==> src/event_flags_regs.svh <==
// Behaviour
// - Each tracked event sets its flag bit, which stays set until cleared; middle byte bit 1 instead follows the buffer.
// - Status line active when any flag and its mask are set and legacy mask zero.
// - A nonzero legacy mask makes the extended masks irrelevant to the status line.
// - Reading a flag register returns its value and changes nothing.
// - Writing a flag register stores the AND of current content and written byte, ORed with same-cycle events.
// - Host writes never set flags; internal logic may also clear some.
// - Middle byte bit 0 sets on packet sent, after acknowledgement if requested.
// - Middle byte bit 1 follows buffered received bytes not yet forwarded.
// - Middle byte bit 2 sets on accepted plaintext packet while plaintext is enabled.
// - Middle byte bit 3 sets when the encrypted sequence number goes backward.
// - Middle byte bit 4 sets when the encrypted sequence number skips ahead.
// - Middle byte bit 5 sets when pairing starts.
// - Low byte bit 0 sets on serial receive buffer overflow.
// - Low byte bit 1 sets on radio packet buffer overflow.
// - Low byte bit 2 sets when a register write is rejected or fails.
// - Low byte bit 3 sets when no acknowledgement arrives after all retries.
// - Low byte bit 4 on payload CRC error, bit 5 on header CRC error.
// - Low byte bit 6 on bad ack sequence identifier, bit 7 on bad frame type.
// - Volatile mask bits 0xd0-0xd2 gate same-position flags; saved masks 0x80-0x82 gate nothing.
// - Packet options registers are stored but do not change behaviour.
// - On each join without a same-cycle key generation, hand out next address and increment the last-assigned counter.
// - On new key generation, load the counter with the own administrator address.
`ifndef EVENT_FLAGS_REGS_SVH
`define EVENT_FLAGS_REGS_SVH
`define MASK2_SAVED_ADDR  8'h80
`define MASK1_SAVED_ADDR  8'h81
`define MASK0_SAVED_ADDR  8'h82
`define PACKET_OPTIONS_SAVED_ADDR 8'h83
`define LAST_ADDR_B3_ADDR 8'h8c
`define LAST_ADDR_B2_ADDR 8'h8d
`define LAST_ADDR_B1_ADDR 8'h8e
`define LAST_ADDR_B0_ADDR 8'h8f
`define FLAGS2_ADDR       8'hcd
`define FLAGS1_ADDR       8'hce
`define FLAGS0_ADDR       8'hcf
`define MASK2_ADDR        8'hd0
`define MASK1_ADDR        8'hd1
`define MASK0_ADDR        8'hd2
`define PACKET_OPTIONS_ADDR       8'hd3
`define BYTE_RESET        8'h00
`define WORD_RESET        32'h0000_0000
`define FLAGS1_USED       8'h3f
`define RX_PENDING_BIT    1
`endif

==> src/event_flags_pkg.sv <==
package event_flags_pkg;
	typedef logic [7:0]  byte_t;
	typedef logic [31:0] net_addr_t;
endpackage

==> src/extended_exception_flags.sv <==
`timescale 1ns/10ps
`include "event_flags_regs.svh"
module extended_exception_flags (
	// Clock and reset
	input  wire logic                      core_clk_i,
	input  wire logic                      rst_i,
	// Register access port
	input  wire logic                      reg_wr_i,
	input  wire logic                      reg_rd_i,
	input  wire event_flags_pkg::byte_t    reg_addr_i,
	input  wire event_flags_pkg::byte_t    reg_wdata_i,
	output event_flags_pkg::byte_t         reg_rdata_o,
	output logic                           reg_rvalid_o,
	// Legacy mask value
	input  wire event_flags_pkg::byte_t    legacy_event_mask_i,
	// Event pulses and level inputs (ack request, rx buffer, plaintext enable), middle byte
	input  wire logic                      tx_done_i,
	input  wire logic                      ack_requested_i,
	input  wire logic                      ack_received_i,
	input  wire logic                      rx_bytes_buffered_i,
	input  wire logic                      plaintext_accepted_i,
	input  wire logic                      accept_plaintext_enable_i,
	input  wire logic                      sequence_backward_i,
	input  wire logic                      sequence_gap_i,
	input  wire logic                      pairing_started_i,
	// Event pulses, low byte
	input  wire logic                      serial_overflow_i,
	input  wire logic                      radio_overflow_i,
	input  wire logic                      reg_write_fail_i,
	input  wire logic                      no_ack_i,
	input  wire logic                      payload_crc_error_i,
	input  wire logic                      header_crc_error_i,
	input  wire logic                      ack_sequence_error_i,
	input  wire logic                      frame_type_error_i,
	// Address administration
	input  wire logic                      unit_joined_i,
	input  wire logic                      key_generated_i,
	input  wire event_flags_pkg::net_addr_t own_address_i,
	output event_flags_pkg::net_addr_t     assigned_address_o,
	// Status
	output logic                           exception_status_line_o
);
	import event_flags_pkg::*;

	////////////////////////////////////////////////////////////////////////////////
	byte_t     flags2_r, flags1_r, flags0_r;
	byte_t     mask2_r, mask1_r, mask0_r;
	byte_t     mask2_saved_r, mask1_saved_r, mask0_saved_r;
	byte_t     packet_options_r, packet_options_saved_r;
	net_addr_t last_addr_r;
	logic      tx_wait_ack_r;
	byte_t     set1, set0;
	logic      tx_done_evt;

	function automatic logic wr_hit(input byte_t a);
		wr_hit = reg_wr_i && (reg_addr_i == a);
	endfunction

	// Clearing write: AND with the current content, then OR in new events.
	function automatic byte_t flag_next(input byte_t cur, input byte_t set, input byte_t a);
		flag_next = (wr_hit(a) ? (cur & reg_wdata_i) : cur) | set;
	endfunction

	////////////////////////////////////////////////////////////////////////////////
	// A send with acknowledgement is held until the acknowledgement lands or no_ack_i releases it.
	always_ff @(posedge core_clk_i) begin
		if (rst_i) begin
			tx_wait_ack_r <= 1'b0;
		end else if (tx_done_i && ack_requested_i && !ack_received_i) begin
			tx_wait_ack_r <= 1'b1;
		end else if (ack_received_i || no_ack_i) begin
			tx_wait_ack_r <= 1'b0;
		end
	end

	assign tx_done_evt = (tx_done_i && (!ack_requested_i || ack_received_i))
		|| (tx_wait_ack_r && ack_received_i);

	always_comb begin
		set1 = 8'h00;
		set1[0] = tx_done_evt;
		set1[2] = plaintext_accepted_i && accept_plaintext_enable_i;
		set1[3] = sequence_backward_i;
		set1[4] = sequence_gap_i;
		set1[5] = pairing_started_i;
		set0 = {frame_type_error_i, ack_sequence_error_i,
			header_crc_error_i, payload_crc_error_i,
			no_ack_i, reg_write_fail_i,
			radio_overflow_i, serial_overflow_i};
	end

	////////////////////////////////////////////////////////////////////////////////
	always_ff @(posedge core_clk_i) begin
		if (rst_i) begin
			flags2_r <= `BYTE_RESET;
			flags1_r <= `BYTE_RESET;
			flags0_r <= `BYTE_RESET;
		end else begin
			flags2_r <= flag_next(flags2_r, 8'h00, `FLAGS2_ADDR);
			flags1_r <= flag_next(flags1_r, set1, `FLAGS1_ADDR) & `FLAGS1_USED;
			// The pending bit mirrors the buffer; a write cannot hide waiting data.
			flags1_r[`RX_PENDING_BIT] <= rx_bytes_buffered_i;
			flags0_r <= flag_next(flags0_r, set0, `FLAGS0_ADDR);
		end
	end

	always_ff @(posedge core_clk_i) begin
		if (rst_i) begin
			mask2_r        <= `BYTE_RESET;
			mask1_r        <= `BYTE_RESET;
			mask0_r        <= `BYTE_RESET;
			mask2_saved_r  <= `BYTE_RESET;
			mask1_saved_r  <= `BYTE_RESET;
			mask0_saved_r  <= `BYTE_RESET;
			packet_options_r       <= `BYTE_RESET;
			packet_options_saved_r <= `BYTE_RESET;
		end else begin
			if (wr_hit(`MASK2_ADDR)) mask2_r <= reg_wdata_i;
			if (wr_hit(`MASK1_ADDR)) mask1_r <= reg_wdata_i;
			if (wr_hit(`MASK0_ADDR)) mask0_r <= reg_wdata_i;
			if (wr_hit(`MASK2_SAVED_ADDR)) mask2_saved_r <= reg_wdata_i;
			if (wr_hit(`MASK1_SAVED_ADDR)) mask1_saved_r <= reg_wdata_i;
			if (wr_hit(`MASK0_SAVED_ADDR)) mask0_saved_r <= reg_wdata_i;
			// Stored only; nothing but the register read path reads it.
			if (wr_hit(`PACKET_OPTIONS_ADDR)) packet_options_r <= reg_wdata_i;
			if (wr_hit(`PACKET_OPTIONS_SAVED_ADDR)) packet_options_saved_r <= reg_wdata_i;
		end
	end

	////////////////////////////////////////////////////////////////////////////////
	always_ff @(posedge core_clk_i) begin
		if (rst_i) begin
			last_addr_r        <= `WORD_RESET;
			assigned_address_o <= `WORD_RESET;
		end else begin
			if (key_generated_i) begin
				last_addr_r <= own_address_i;
			end else if (unit_joined_i) begin
				last_addr_r        <= last_addr_r + 32'h0000_0001;
				assigned_address_o <= last_addr_r + 32'h0000_0001;
			end else begin
				if (wr_hit(`LAST_ADDR_B3_ADDR)) last_addr_r[31:24] <= reg_wdata_i;
				if (wr_hit(`LAST_ADDR_B2_ADDR)) last_addr_r[23:16] <= reg_wdata_i;
				if (wr_hit(`LAST_ADDR_B1_ADDR)) last_addr_r[15:8]  <= reg_wdata_i;
				if (wr_hit(`LAST_ADDR_B0_ADDR)) last_addr_r[7:0]   <= reg_wdata_i;
			end
		end
	end

	////////////////////////////////////////////////////////////////////////////////
	always_ff @(posedge core_clk_i) begin
		if (rst_i) begin
			exception_status_line_o <= 1'b0;
		end else begin
			exception_status_line_o <= (legacy_event_mask_i == 8'h00) &&
				(|((flags2_r & mask2_r) | (flags1_r & mask1_r) | (flags0_r & mask0_r)));
		end
	end

	// Reads have no side effect on any flag.
	always_ff @(posedge core_clk_i) begin
		if (rst_i) begin
			reg_rdata_o  <= `BYTE_RESET;
			reg_rvalid_o <= 1'b0;
		end else begin
			reg_rvalid_o <= reg_rd_i;
			if (reg_rd_i) begin
				if (reg_addr_i == `FLAGS2_ADDR) reg_rdata_o <= flags2_r;
				else if (reg_addr_i == `FLAGS1_ADDR) reg_rdata_o <= flags1_r;
				else if (reg_addr_i == `FLAGS0_ADDR) reg_rdata_o <= flags0_r;
				else if (reg_addr_i == `MASK2_ADDR) reg_rdata_o <= mask2_r;
				else if (reg_addr_i == `MASK1_ADDR) reg_rdata_o <= mask1_r;
				else if (reg_addr_i == `MASK0_ADDR) reg_rdata_o <= mask0_r;
				else if (reg_addr_i == `PACKET_OPTIONS_ADDR) reg_rdata_o <= packet_options_r;
				else if (reg_addr_i == `MASK2_SAVED_ADDR) reg_rdata_o <= mask2_saved_r;
				else if (reg_addr_i == `MASK1_SAVED_ADDR) reg_rdata_o <= mask1_saved_r;
				else if (reg_addr_i == `MASK0_SAVED_ADDR) reg_rdata_o <= mask0_saved_r;
				else if (reg_addr_i == `PACKET_OPTIONS_SAVED_ADDR) reg_rdata_o <= packet_options_saved_r;
				else if (reg_addr_i == `LAST_ADDR_B3_ADDR) reg_rdata_o <= last_addr_r[31:24];
				else if (reg_addr_i == `LAST_ADDR_B2_ADDR) reg_rdata_o <= last_addr_r[23:16];
				else if (reg_addr_i == `LAST_ADDR_B1_ADDR) reg_rdata_o <= last_addr_r[15:8];
				else if (reg_addr_i == `LAST_ADDR_B0_ADDR) reg_rdata_o <= last_addr_r[7:0];
				else reg_rdata_o <= 8'h00;
			end
		end
	end
endmodule

==> config.mk <==
export PLATFORM = sky130hd
export DESIGN_NAME = extended_exception_flags
export DESIGN_NICKNAME = d
export VERILOG_FILES = /design/src/event_flags_pkg.sv /design/src/extended_exception_flags.sv
export VERILOG_INCLUDE_DIRS = /design/src /design/src/src
export SDC_FILE = /design/constraint.sdc
export NUM_CORES = 1
export LEC_CHECK = 0
export BUFFER_PORTS_ARGS = -buffer_cell sky130_fd_sc_hd__buf_2
export CORE_ASPECT_RATIO = 0.8
export CORE_MARGIN = 2
export CORE_UTILIZATION = 50
export CTS_BUF_LIST = sky130_fd_sc_hd__clkbuf_8
export CTS_CLUSTER_DIAMETER = 200
export DETAILED_ROUTE_END_ITERATION = 10
export HOLD_SLACK_MARGIN = 0.06
export MAX_ROUTING_LAYER = met4
export PLACE_DENSITY = 0.71
export REMOVE_ABC_BUFFERS = 1
export SLEW_MARGIN = 20
export SYNTH_ARGS = -nofsm -noshare
export SYNTH_HDL_FRONTEND = slang
export SYNTH_SLANG_ARGS = --single-unit
==> constraint.sdc <==
create_clock -name core_clk_i -period 2.8 [get_ports core_clk_i]
set_clock_uncertainty 0.15 [all_clocks]
set_input_delay 0.14 -clock core_clk_i [delete_from_list [all_inputs] [get_ports core_clk_i]]
set_output_delay 0.14 -clock core_clk_i [all_outputs]
set_load 0.01 [all_outputs]
# --- Word level (Yosys, flattened, before mapping) ---
# Index checks and enable logic that the tools add are counted.
totals:
  output_inout_bits: 42
  word_cells: 106
  regBits: 161
  inputBits: 79
classes:
  bitwise: 11
  n_eq_ne: 15
  reduce_logical: 34
  muxes: 25
  addsub: 1
ops:
  columns: ["cell", "n"]
  rows:
  - ["$mux W8", 20]
  - ["$eq A8 B8 Y1 const B", 15]
  - ["$mux W32", 2]
  - ["$add A32 B1 Y32 const B", 1]
  - ["$and A8 B8 Y8", 4]
  - ["$or A8 B8 Y8", 3]
  - ["$logic_and A1 B1 Y1", 21]
  - ["$reduce_bool A3 Y1", 4]
  - ["$and A6 B8 Y8", 1]
  - ["$logic_not A8 Y1", 1]
  - ["$reduce_or A8 Y1", 1]
  - ["$and A6 B6 Y6", 1]
  - ["$mux W6", 1]
  - ["$or A6 B6 Y6", 1]
  - ["$logic_or A1 B1 Y1", 3]
  - ["$logic_not A1 Y1", 2]
  - ["$mux W1", 2]
  - ["$reduce_and A2 Y1", 1]
  - ["$reduce_bool A2 Y1", 1]
  - ["$not A1 Y1", 1]

# --- Logic depth before layout (Yosys ltp) ---
# Gate-level depths: netlist of run 1.
depth:
  depth_word: 16
  mapped_depth: 8
  mapped_depth_nobuf: 6

# --- Worst setup path before layout of run 1 ---
# OpenSTA, ideal clock, no wires.
synth_timing:
  kind: "reg-to-reg"
  startpoint: "register last_addr_r[5]"
  endpoint: "register last_addr_r[28]"
  t_arrival_ns: 1.937
  path_slack_ns: 0.643
  path_buffers: 1
  period_less_slack_ns: 2.157
  setup_time_ns: 0.070
  stages_incl_launch_ff: 7
  required_ns: 2.580
  path_cell_list: "dfxtp_1 > clkbuf_2 > nand4_4 > or4_4 > or4b_1 > a31o_1 > a21oi_1"
synth_via:
  elab_chain_cells: 3
synth_rtl:
  columns: ["item", "line", "text"]
  rows:
  - ["start, declared", "extended_exception_flags.sv:50", "net_addr_t last_addr_r;"]
  - ["start signal, assigned", "extended_exception_flags.sv:133", "last_addr_r <= `WORD_RESET;"]
  - ["start signal, assigned", "extended_exception_flags.sv:137", "last_addr_r <= own_address_i;"]
  - ["start signal, assigned", "extended_exception_flags.sv:139", "last_addr_r <= last_addr_r + 32'h0000_0001;"]
  - ["$add A32 B1 Y32", "extended_exception_flags.sv:139", null]
  - ["$mux W32", "extended_exception_flags.sv:138", "end else if (unit_joined_i) begin"]
  - ["$mux W32", "extended_exception_flags.sv:136", "if (key_generated_i) begin"]
# No other way between the ends.
# A chain may end at the register's enable or synchronous reset.

# --- Worst setup path after layout of run 1 ---
layout_timing:
  startpoint: "register last_addr_r[1]"
  endpoint: "register last_addr_r[6]"
# The elaborated chain is that of the path after synthesis.

==> results of run 1 <==
cell usage after synthesis (all sizes together), types with 7 or more instances:
master and n:
a22o 10, nand2 72, xor2 15, o21ai 74, a21oi 78, nor4 11, clkbuf 70, nor3 22
nand3 36, mux2 9, mux2i 60, o311a 8, a211oi 30, a22oi 17, a311oi 9, o31ai 7
dfxtp 161, xnor2 14, a31oi 12, o32ai 7, nor2 124, inv 23, buf 24, nand4 27
worst max-delay path, cell delays in order (launching register included):
cell and delay (ns):
dfxtp_1 0.40, ha_1 0.25, and2_2 0.24, nand4_1 0.12
xor2_1 0.21, a211o_1 0.31, a311oi_1 0.27, dlygate4sd3_1 0.60
logic make-up (layout without fill, tap and decap cells):
logic type      after synthesis  after routing  share of synthesized area (%)
compound gates              322            322                           24.8
simple gates                342            342                           19.6
mux                          74             74                           9.39
flops                       161            161                           37.1
fa+ha+maj                     1              1                          0.144
xor+xnor                     29             29                           2.93
buf+inv                     118            300                           5.97
stage by stage:
step           total power, W  setup WS [ns]  area [um2]  setup TNS (ns)  hold WS [ns]
6_report              0.00524          0.199       10700               0        0.0584
2_1_floorplan         0.00283         -0.509        8250          -12.13        0.0591
3_5_place_dp          0.00320          0.441        9580               0         0.175
5_1_grt               0.00540         0.0709       10700               0        0.0617
3_3_place_gp          0.00320          0.458        9580               0         0.173
4_1_cts               0.00521          0.229       10700               0        0.0621
timing repair:
action | 4_1_cts | 5_1_grt
hold buffers | 72 | 0
setup buffers | 0 | 0
gates resized for setup | 0 | 1
endpoints found under the hold margin | 118 | 0
setup endpoints to repair | 0 | 1
how the worst min path moves through the flow:
stage,start,to,cells past startpoint
6_report,own_address_i[29],last_addr_r[29]$_SDFFE_PP0P_,5
5_1_grt,own_address_i[29],last_addr_r[29]$_SDFFE_PP0P_,5
4_1_cts,own_address_i[29],last_addr_r[29]$_SDFFE_PP0P_,5
3_5_place_dp,ack_received_i,tx_wait_ack_r$_SDFFE_PP0P_,2
3_3_place_gp,ack_received_i,tx_wait_ack_r$_SDFFE_PP0P_,2
2_1_floorplan,rst_i,assigned_address_o[1]$_SDFFE_PP0P_,1
final cells by class:
cell class	count	area (um2)	area share, %
clock buffers	18	248	2.31
clock inverters	13	198	1.84
inverters	24	90.1	0.838
multi-input cells	768	4940	46.0
flip-flops and latches	161	3220	30.0
well taps	225	282	2.62
repair buffers	245	1760	16.4
cell usage in the layout (no fill, tap or decap), types with 9 or more instances in the layout:
cell type and count:
a22oi_1 17, inv_1 23, a21oi_1 78, a31oi_1 12, nor3_1 22, dfxtp_1 160
xor2_1 15, nand2_1 71, buf_2 119, nor4_1 9, buf_4 51, nor2_1 119
mux2_2 9, a22o_1 10, clkbuf_8 18, dlygate4sd3_1 72, mux2i_1 60, nand4_1 25
a311oi_1 9, a211oi_1 30, o21ai_0 73, xnor2_1 14, nand3_1 36
state kept, by name, summed over array words and instances (netlist names), 6 cells and up:
signal and cells:
mask2_r 8, mask1_saved_r 8, mask0_saved_r 8, mask2_saved_r 8, flags2_r 8, packet_options_saved_r 8
last_addr_r 32, mask1_r 8, flags0_r 8, packet_options_r 8, assigned_address_o 32, flags1_r 6
mask0_r 8, reg_rdata_o 8
layer usage:
metal	vias to the layer above	track usage, %	share of wire (%)
met4	0	8.76	2.2
met3	81	7.30	11
li1	4210	-	-
met1	4342	49.2	45
met2	546	47.3	42
met5	-	-	0
power breakdown:
group / leakage [nW] / internal (W) / switching (W)
logic: 2.56 / 0.000342 / 0.000452
clock network: 0.215 / 0.00101 / 0.000969
registers: 1.32 / 0.00237 / 0.0000923
total: 4.09 / 0.00372 / 0.00151
==> qor.yml, run 1 <==
status:
  status: "finished clean"
min_path:
  min_path_type: "input pin to register"
timing:
  maxSlewViolCount: 0
  period_needed_ns: 2.60
  rsz0062_at_grt: "no"
  max_slew_margin_pct: 45.8
  hold_violations: 0
  tightest_slew_ns: 0.812
  max_freq_mhz: 385
  fin_crit_sh_pct: 92.9
  final-setup-viol-count: 0
power:
  vdd_ir_drop_max_uv: 300
  power.static_leakage_nw: 4.09
  p_per_area_nw_per_um2: 487
synthesis:
  synth_cell_types: 83
  async_reset_ff_share_pct: 0
  yosysTopAreaCell: "dfxtp_1"
  ys_seq_area_share_pct: 37.1
  yosysWarnings: 0
  syn_area_um2: 8680
  ys.flop_type: "dfxtp_1"
  synth_edf_count: 0
  ys_seq_elements: 161
  avgSynthCellArea_um2: 8.29
  synthTopCellsByArea: "dfxtp_1 (37%), mux2i_1 (6.9%), nor2_1 (5.1%)"
  synthCells: 1047
  synth_top_cell_area_share_pct: 37.1
cells_and_area:
  instances_no_fill: 1454
  drive_gt1_share_pct: 20.1
  final.fill_count: 1536
  postLayoutCoreUtil_pct: 62.6
  diodes: 0
  final_nets: 1297
  area_growth_pct: 23.8
worst_setup_path:
  r2r_slack_ns: 0.20
  r2r-start: "last_addr_r[1]$_SDFFE_PP0P_"
  critPathLaunchType: "register"
  cp_max_fo: 5
  reg2reg_to: "last_addr_r[6]$_SDFFE_PP0P_"
  worstSetupPathType: "register to register"
  critPathCaptureType: "register"
  worstPathRequired_ns: 3.07
  setup.worst_path.end: "last_addr_r[6]$_SDFFE_PP0P_"
  reg2reg_depth: 7
  crit_arrival_ns: 2.87
  critPathLaunch: "last_addr_r[1]$_SDFFE_PP0P_"
route:
  wire_per_inst_um: 20.9
  vias_per_cell: 6.31
  vias: 9179
  drc: 0
  ant_nets: 0
  drt_first_iter_violations: 1171
  drt-total-wl_um: 30300
  drt_first_pass_iters: 6
die:
  die_h_um: 122
  chipWidth_um: 151
  coreArea_um2: 17200
  initial_core_util_pct: 50.6
  rows: 43
  top_level_ports: 121
  die_area_um2: 18400
place:
  gp_congestion: 1.04
  dp_cells: 1351
  dpl.hpwl_um: 20200
  portBuffers: 120
global_routing:
  antenna_found_initial: 0
  grt_usage_pct: 33.8
  grt_max_degree: 135
  grt_pass1_vias: 8246
  grt_pass1_wl_um: 46500
  overflow: 0
flow_run:
  maxCapViolCount: 0
clock_network:
  htreeDepth: 4
  root_buffer: "clkbuf_8"
  clkSinkCount: 161
  tritoncts: "yes"
  clkTransAtPathRegs_ns: 0.10
  cts_max_path_buffers: 2
  clkLatencyLatePin_ns: 0.48
  cts_buffers: 17
Note: power is estimated with default switching activity, not from simulation.
==> run 2, diff against run 1 <==
==> constraint.sdc (replaced) <==
create_clock -name core_clk_i -period 2.8 [get_ports core_clk_i]
set_clock_uncertainty 0.15 [all_clocks]
set_input_delay 0.28 -clock core_clk_i [delete_from_list [all_inputs] [get_ports core_clk_i]]
set_output_delay 0.28 -clock core_clk_i [all_outputs]
set_load 0.01 [all_outputs]
==> run 2 against run 1 <==
Utilization fell by 2.3 points. Critical path depth fell by 2. Setup slack improved by 0.17 ns. Combinational power fell by 5.9%. Largest cell class unchanged.
==> qor.yml, run 2 (synthesis results as in run 1) <==
timing:
  max_freq_mhz: 411
  maxSlewViolCount: 0
  max_slew_margin_pct: 42.6
  fin_crit_sh_pct: 86.9
  period_needed_ns: 2.43
  hold_violations: 0
  final-setup-viol-count: 0
  tightest_slew_ns: 0.862
  rsz0062_at_grt: "no"
global_routing:
  grt_pass1_wl_um: 44900
  grt_pass1_vias: 7804
  grt_max_degree: 78
  overflow: 0
  grt_usage_pct: 32.8
  antenna_found_initial: 0
cells_and_area:
  final_nets: 1267
  final.fill_count: 1571
  seq_area_um2: 3220
  multi_input_area_um2: 4940
  layout_commonest_cell: "dfxtp_1"
  top_regs: "assigned_address_o x32, last_addr_r x32"
  diodes: 0
  layout_common_cells: "dfxtp_1 (161), nor2_1 (119), buf_2 (119)"
  final_cell_area_um2: 10300
  instances_no_fill: 1425
  drive_gt1_share_pct: 20.2
  area_growth_pct: 19.3
place:
  dp_cells: 1347
  dpl.hpwl_um: 20200
  gp_congestion: 0.974
  portBuffers: 120
  placed_area_um2: 9520
die:
  coreArea_um2: 17200
  top_level_ports: 121
  die_h_um: 122
  die_area_um2: 18400
  initial_core_util_pct: 50.6
  rows: 43
  chipWidth_um: 151
route:
  ant_nets: 0
  drt-total-wl_um: 29300
  drc: 0
  drt_first_pass_iters: 5
  drt_first_iter_violations: 1287
  wire_per_inst_um: 20.6
  vias_per_cell: 6.25
  vias: 8910
status:
  status: "finished clean"
worst_setup_path:
  critPathLaunch: "last_addr_r[4]$_SDFFE_PP0P_"
  path_delay_family: "simple AND/OR/NAND/NOR gates"
  cp.depth: 5
  path_cells: "nand4_4, or4_4, or4b_1, a31o_1, a21oi_1"
  cp_max_fo: 8
  r2r-start: "last_addr_r[4]$_SDFFE_PP0P_"
  worstSetupPathType: "register to register"
  crit_arrival_ns: 2.67
  critPathLaunchType: "register"
  reg2reg_depth: 5
  slowest_delay_ns: 0.57
  worstPathRequired_ns: 3.04
  cp_slowest_cell: "or4_4"
  crit_buf_inv: 0
  critPathCaptureType: "register"
power:
  power.static_leakage_nw: 3.93
  p_per_area_nw_per_um2: 467
  vdd_ir_drop_max_uv: 275
flow_run:
  maxCapViolCount: 0
min_path:
  min_path_type: "input pin to register"
  hold_path_startpoint: "own_address_i[28]"
  hold_path_depth: 4
clock_network:
  cts_buffers: 17
  htreeDepth: 4
  clkTransAtPathRegs_ns: 0.09
  tritoncts: "yes"
  cts_setup_buffers: 0
  clkLatencyLatePin_ns: 0.47
  root_buffer: "clkbuf_8"
  cts_max_path_buffers: 2
  clkSinkCount: 161
## run 2: cell types whose count changed in the layout (fill, tap and decap cells not counted), moves of 2 or more
cell | before | now
clkinv_4 | 1 | 5
buf_4 | 51 | 49
dlygate4sd3_1 | 72 | 46
buf_12 | 3 | 1
bufinv_16 | 4 | 0
## run 2: layer usage
layer | up-vias | part of all wire (%) | wire length [um] | GRT usage (%)
met5 | - | 0 | 0 | -
met4 | 0 | 1.5 | 446 | 7.13
li1 | 4162 | - | - | -
met3 | 43 | 12 | 3500 | 9.25
met1 | 4190 | 45 | 13100 | 48.9
met2 | 515 | 42 | 12200 | 43.5
## run 2: area by class of cell
cell class                      count  share of cell area (%)
Multi-Input combinational cell    768                    47.8
Sequential cell                   161                    31.1
Timing Repair Buffer              215                    14.0
Tap cell                          225                    2.72
Clock buffer                       19                    2.53
Clock inverter                     13                    1.02
Inverter                           24                   0.870
## run 2: worst min-delay path: cells and delay by family
kind | cells | cell delay [ns]
AO/OA/AOI/OAI | 2 | 0.20
buffers and inverters | 1 | 0.11
AND/OR/NAND/NOR | 1 | 0.06
## run 2: per-stage QoR
stage	util (%)	setup slack (ns)	power [W]	TNS, ns	hold WS [ns]
6_report	60.3	0.366	0.00483	0	0.0837
5_1_grt	60.3	0.186	0.00503	0	0.0871
4_1_cts	60.3	0.391	0.00483	0	0.0639
3_5_place_dp	55.5	0.403	0.00320	0	0.312
3_3_place_gp	55.5	0.402	0.00319	0	0.295
2_1_floorplan	-	-0.649	0.00283	-18.43	0.199
## run 2: worst paths after layout
kind	endpoint	slack (ns)
setup / recovery	last_addr_r[28]$_SDFFE_PP0P_	0.37
hold / removal	last_addr_r[28]$_SDFFE_PP0P_	0.08
setup reg to reg	last_addr_r[28]$_SDFFE_PP0P_	0.37
hold reg to reg	assigned_address_o[1]$_SDFFE_PP0P_	0.33
## run 2: report_power, final
| part | internal [W] | total (W) | switching [W] |
|---|---|---|---|
| logic | 0.000312 | 0.000747 | 0.000435 |
| clock network | 0.000676 | 0.00162 | 0.000941 |
| registers | 0.00237 | 0.00247 | 0.0000957 |
| total | 0.00336 | 0.00483 | 0.00147 |
## run 2: repair_timing
| action | 4_1_cts | 5_1_grt |
|---|---|---|
| endpoints found under the hold margin | 40 | 0 |
| gates resized for setup | 0 | 0 |
| hold buffers | 46 | 0 |
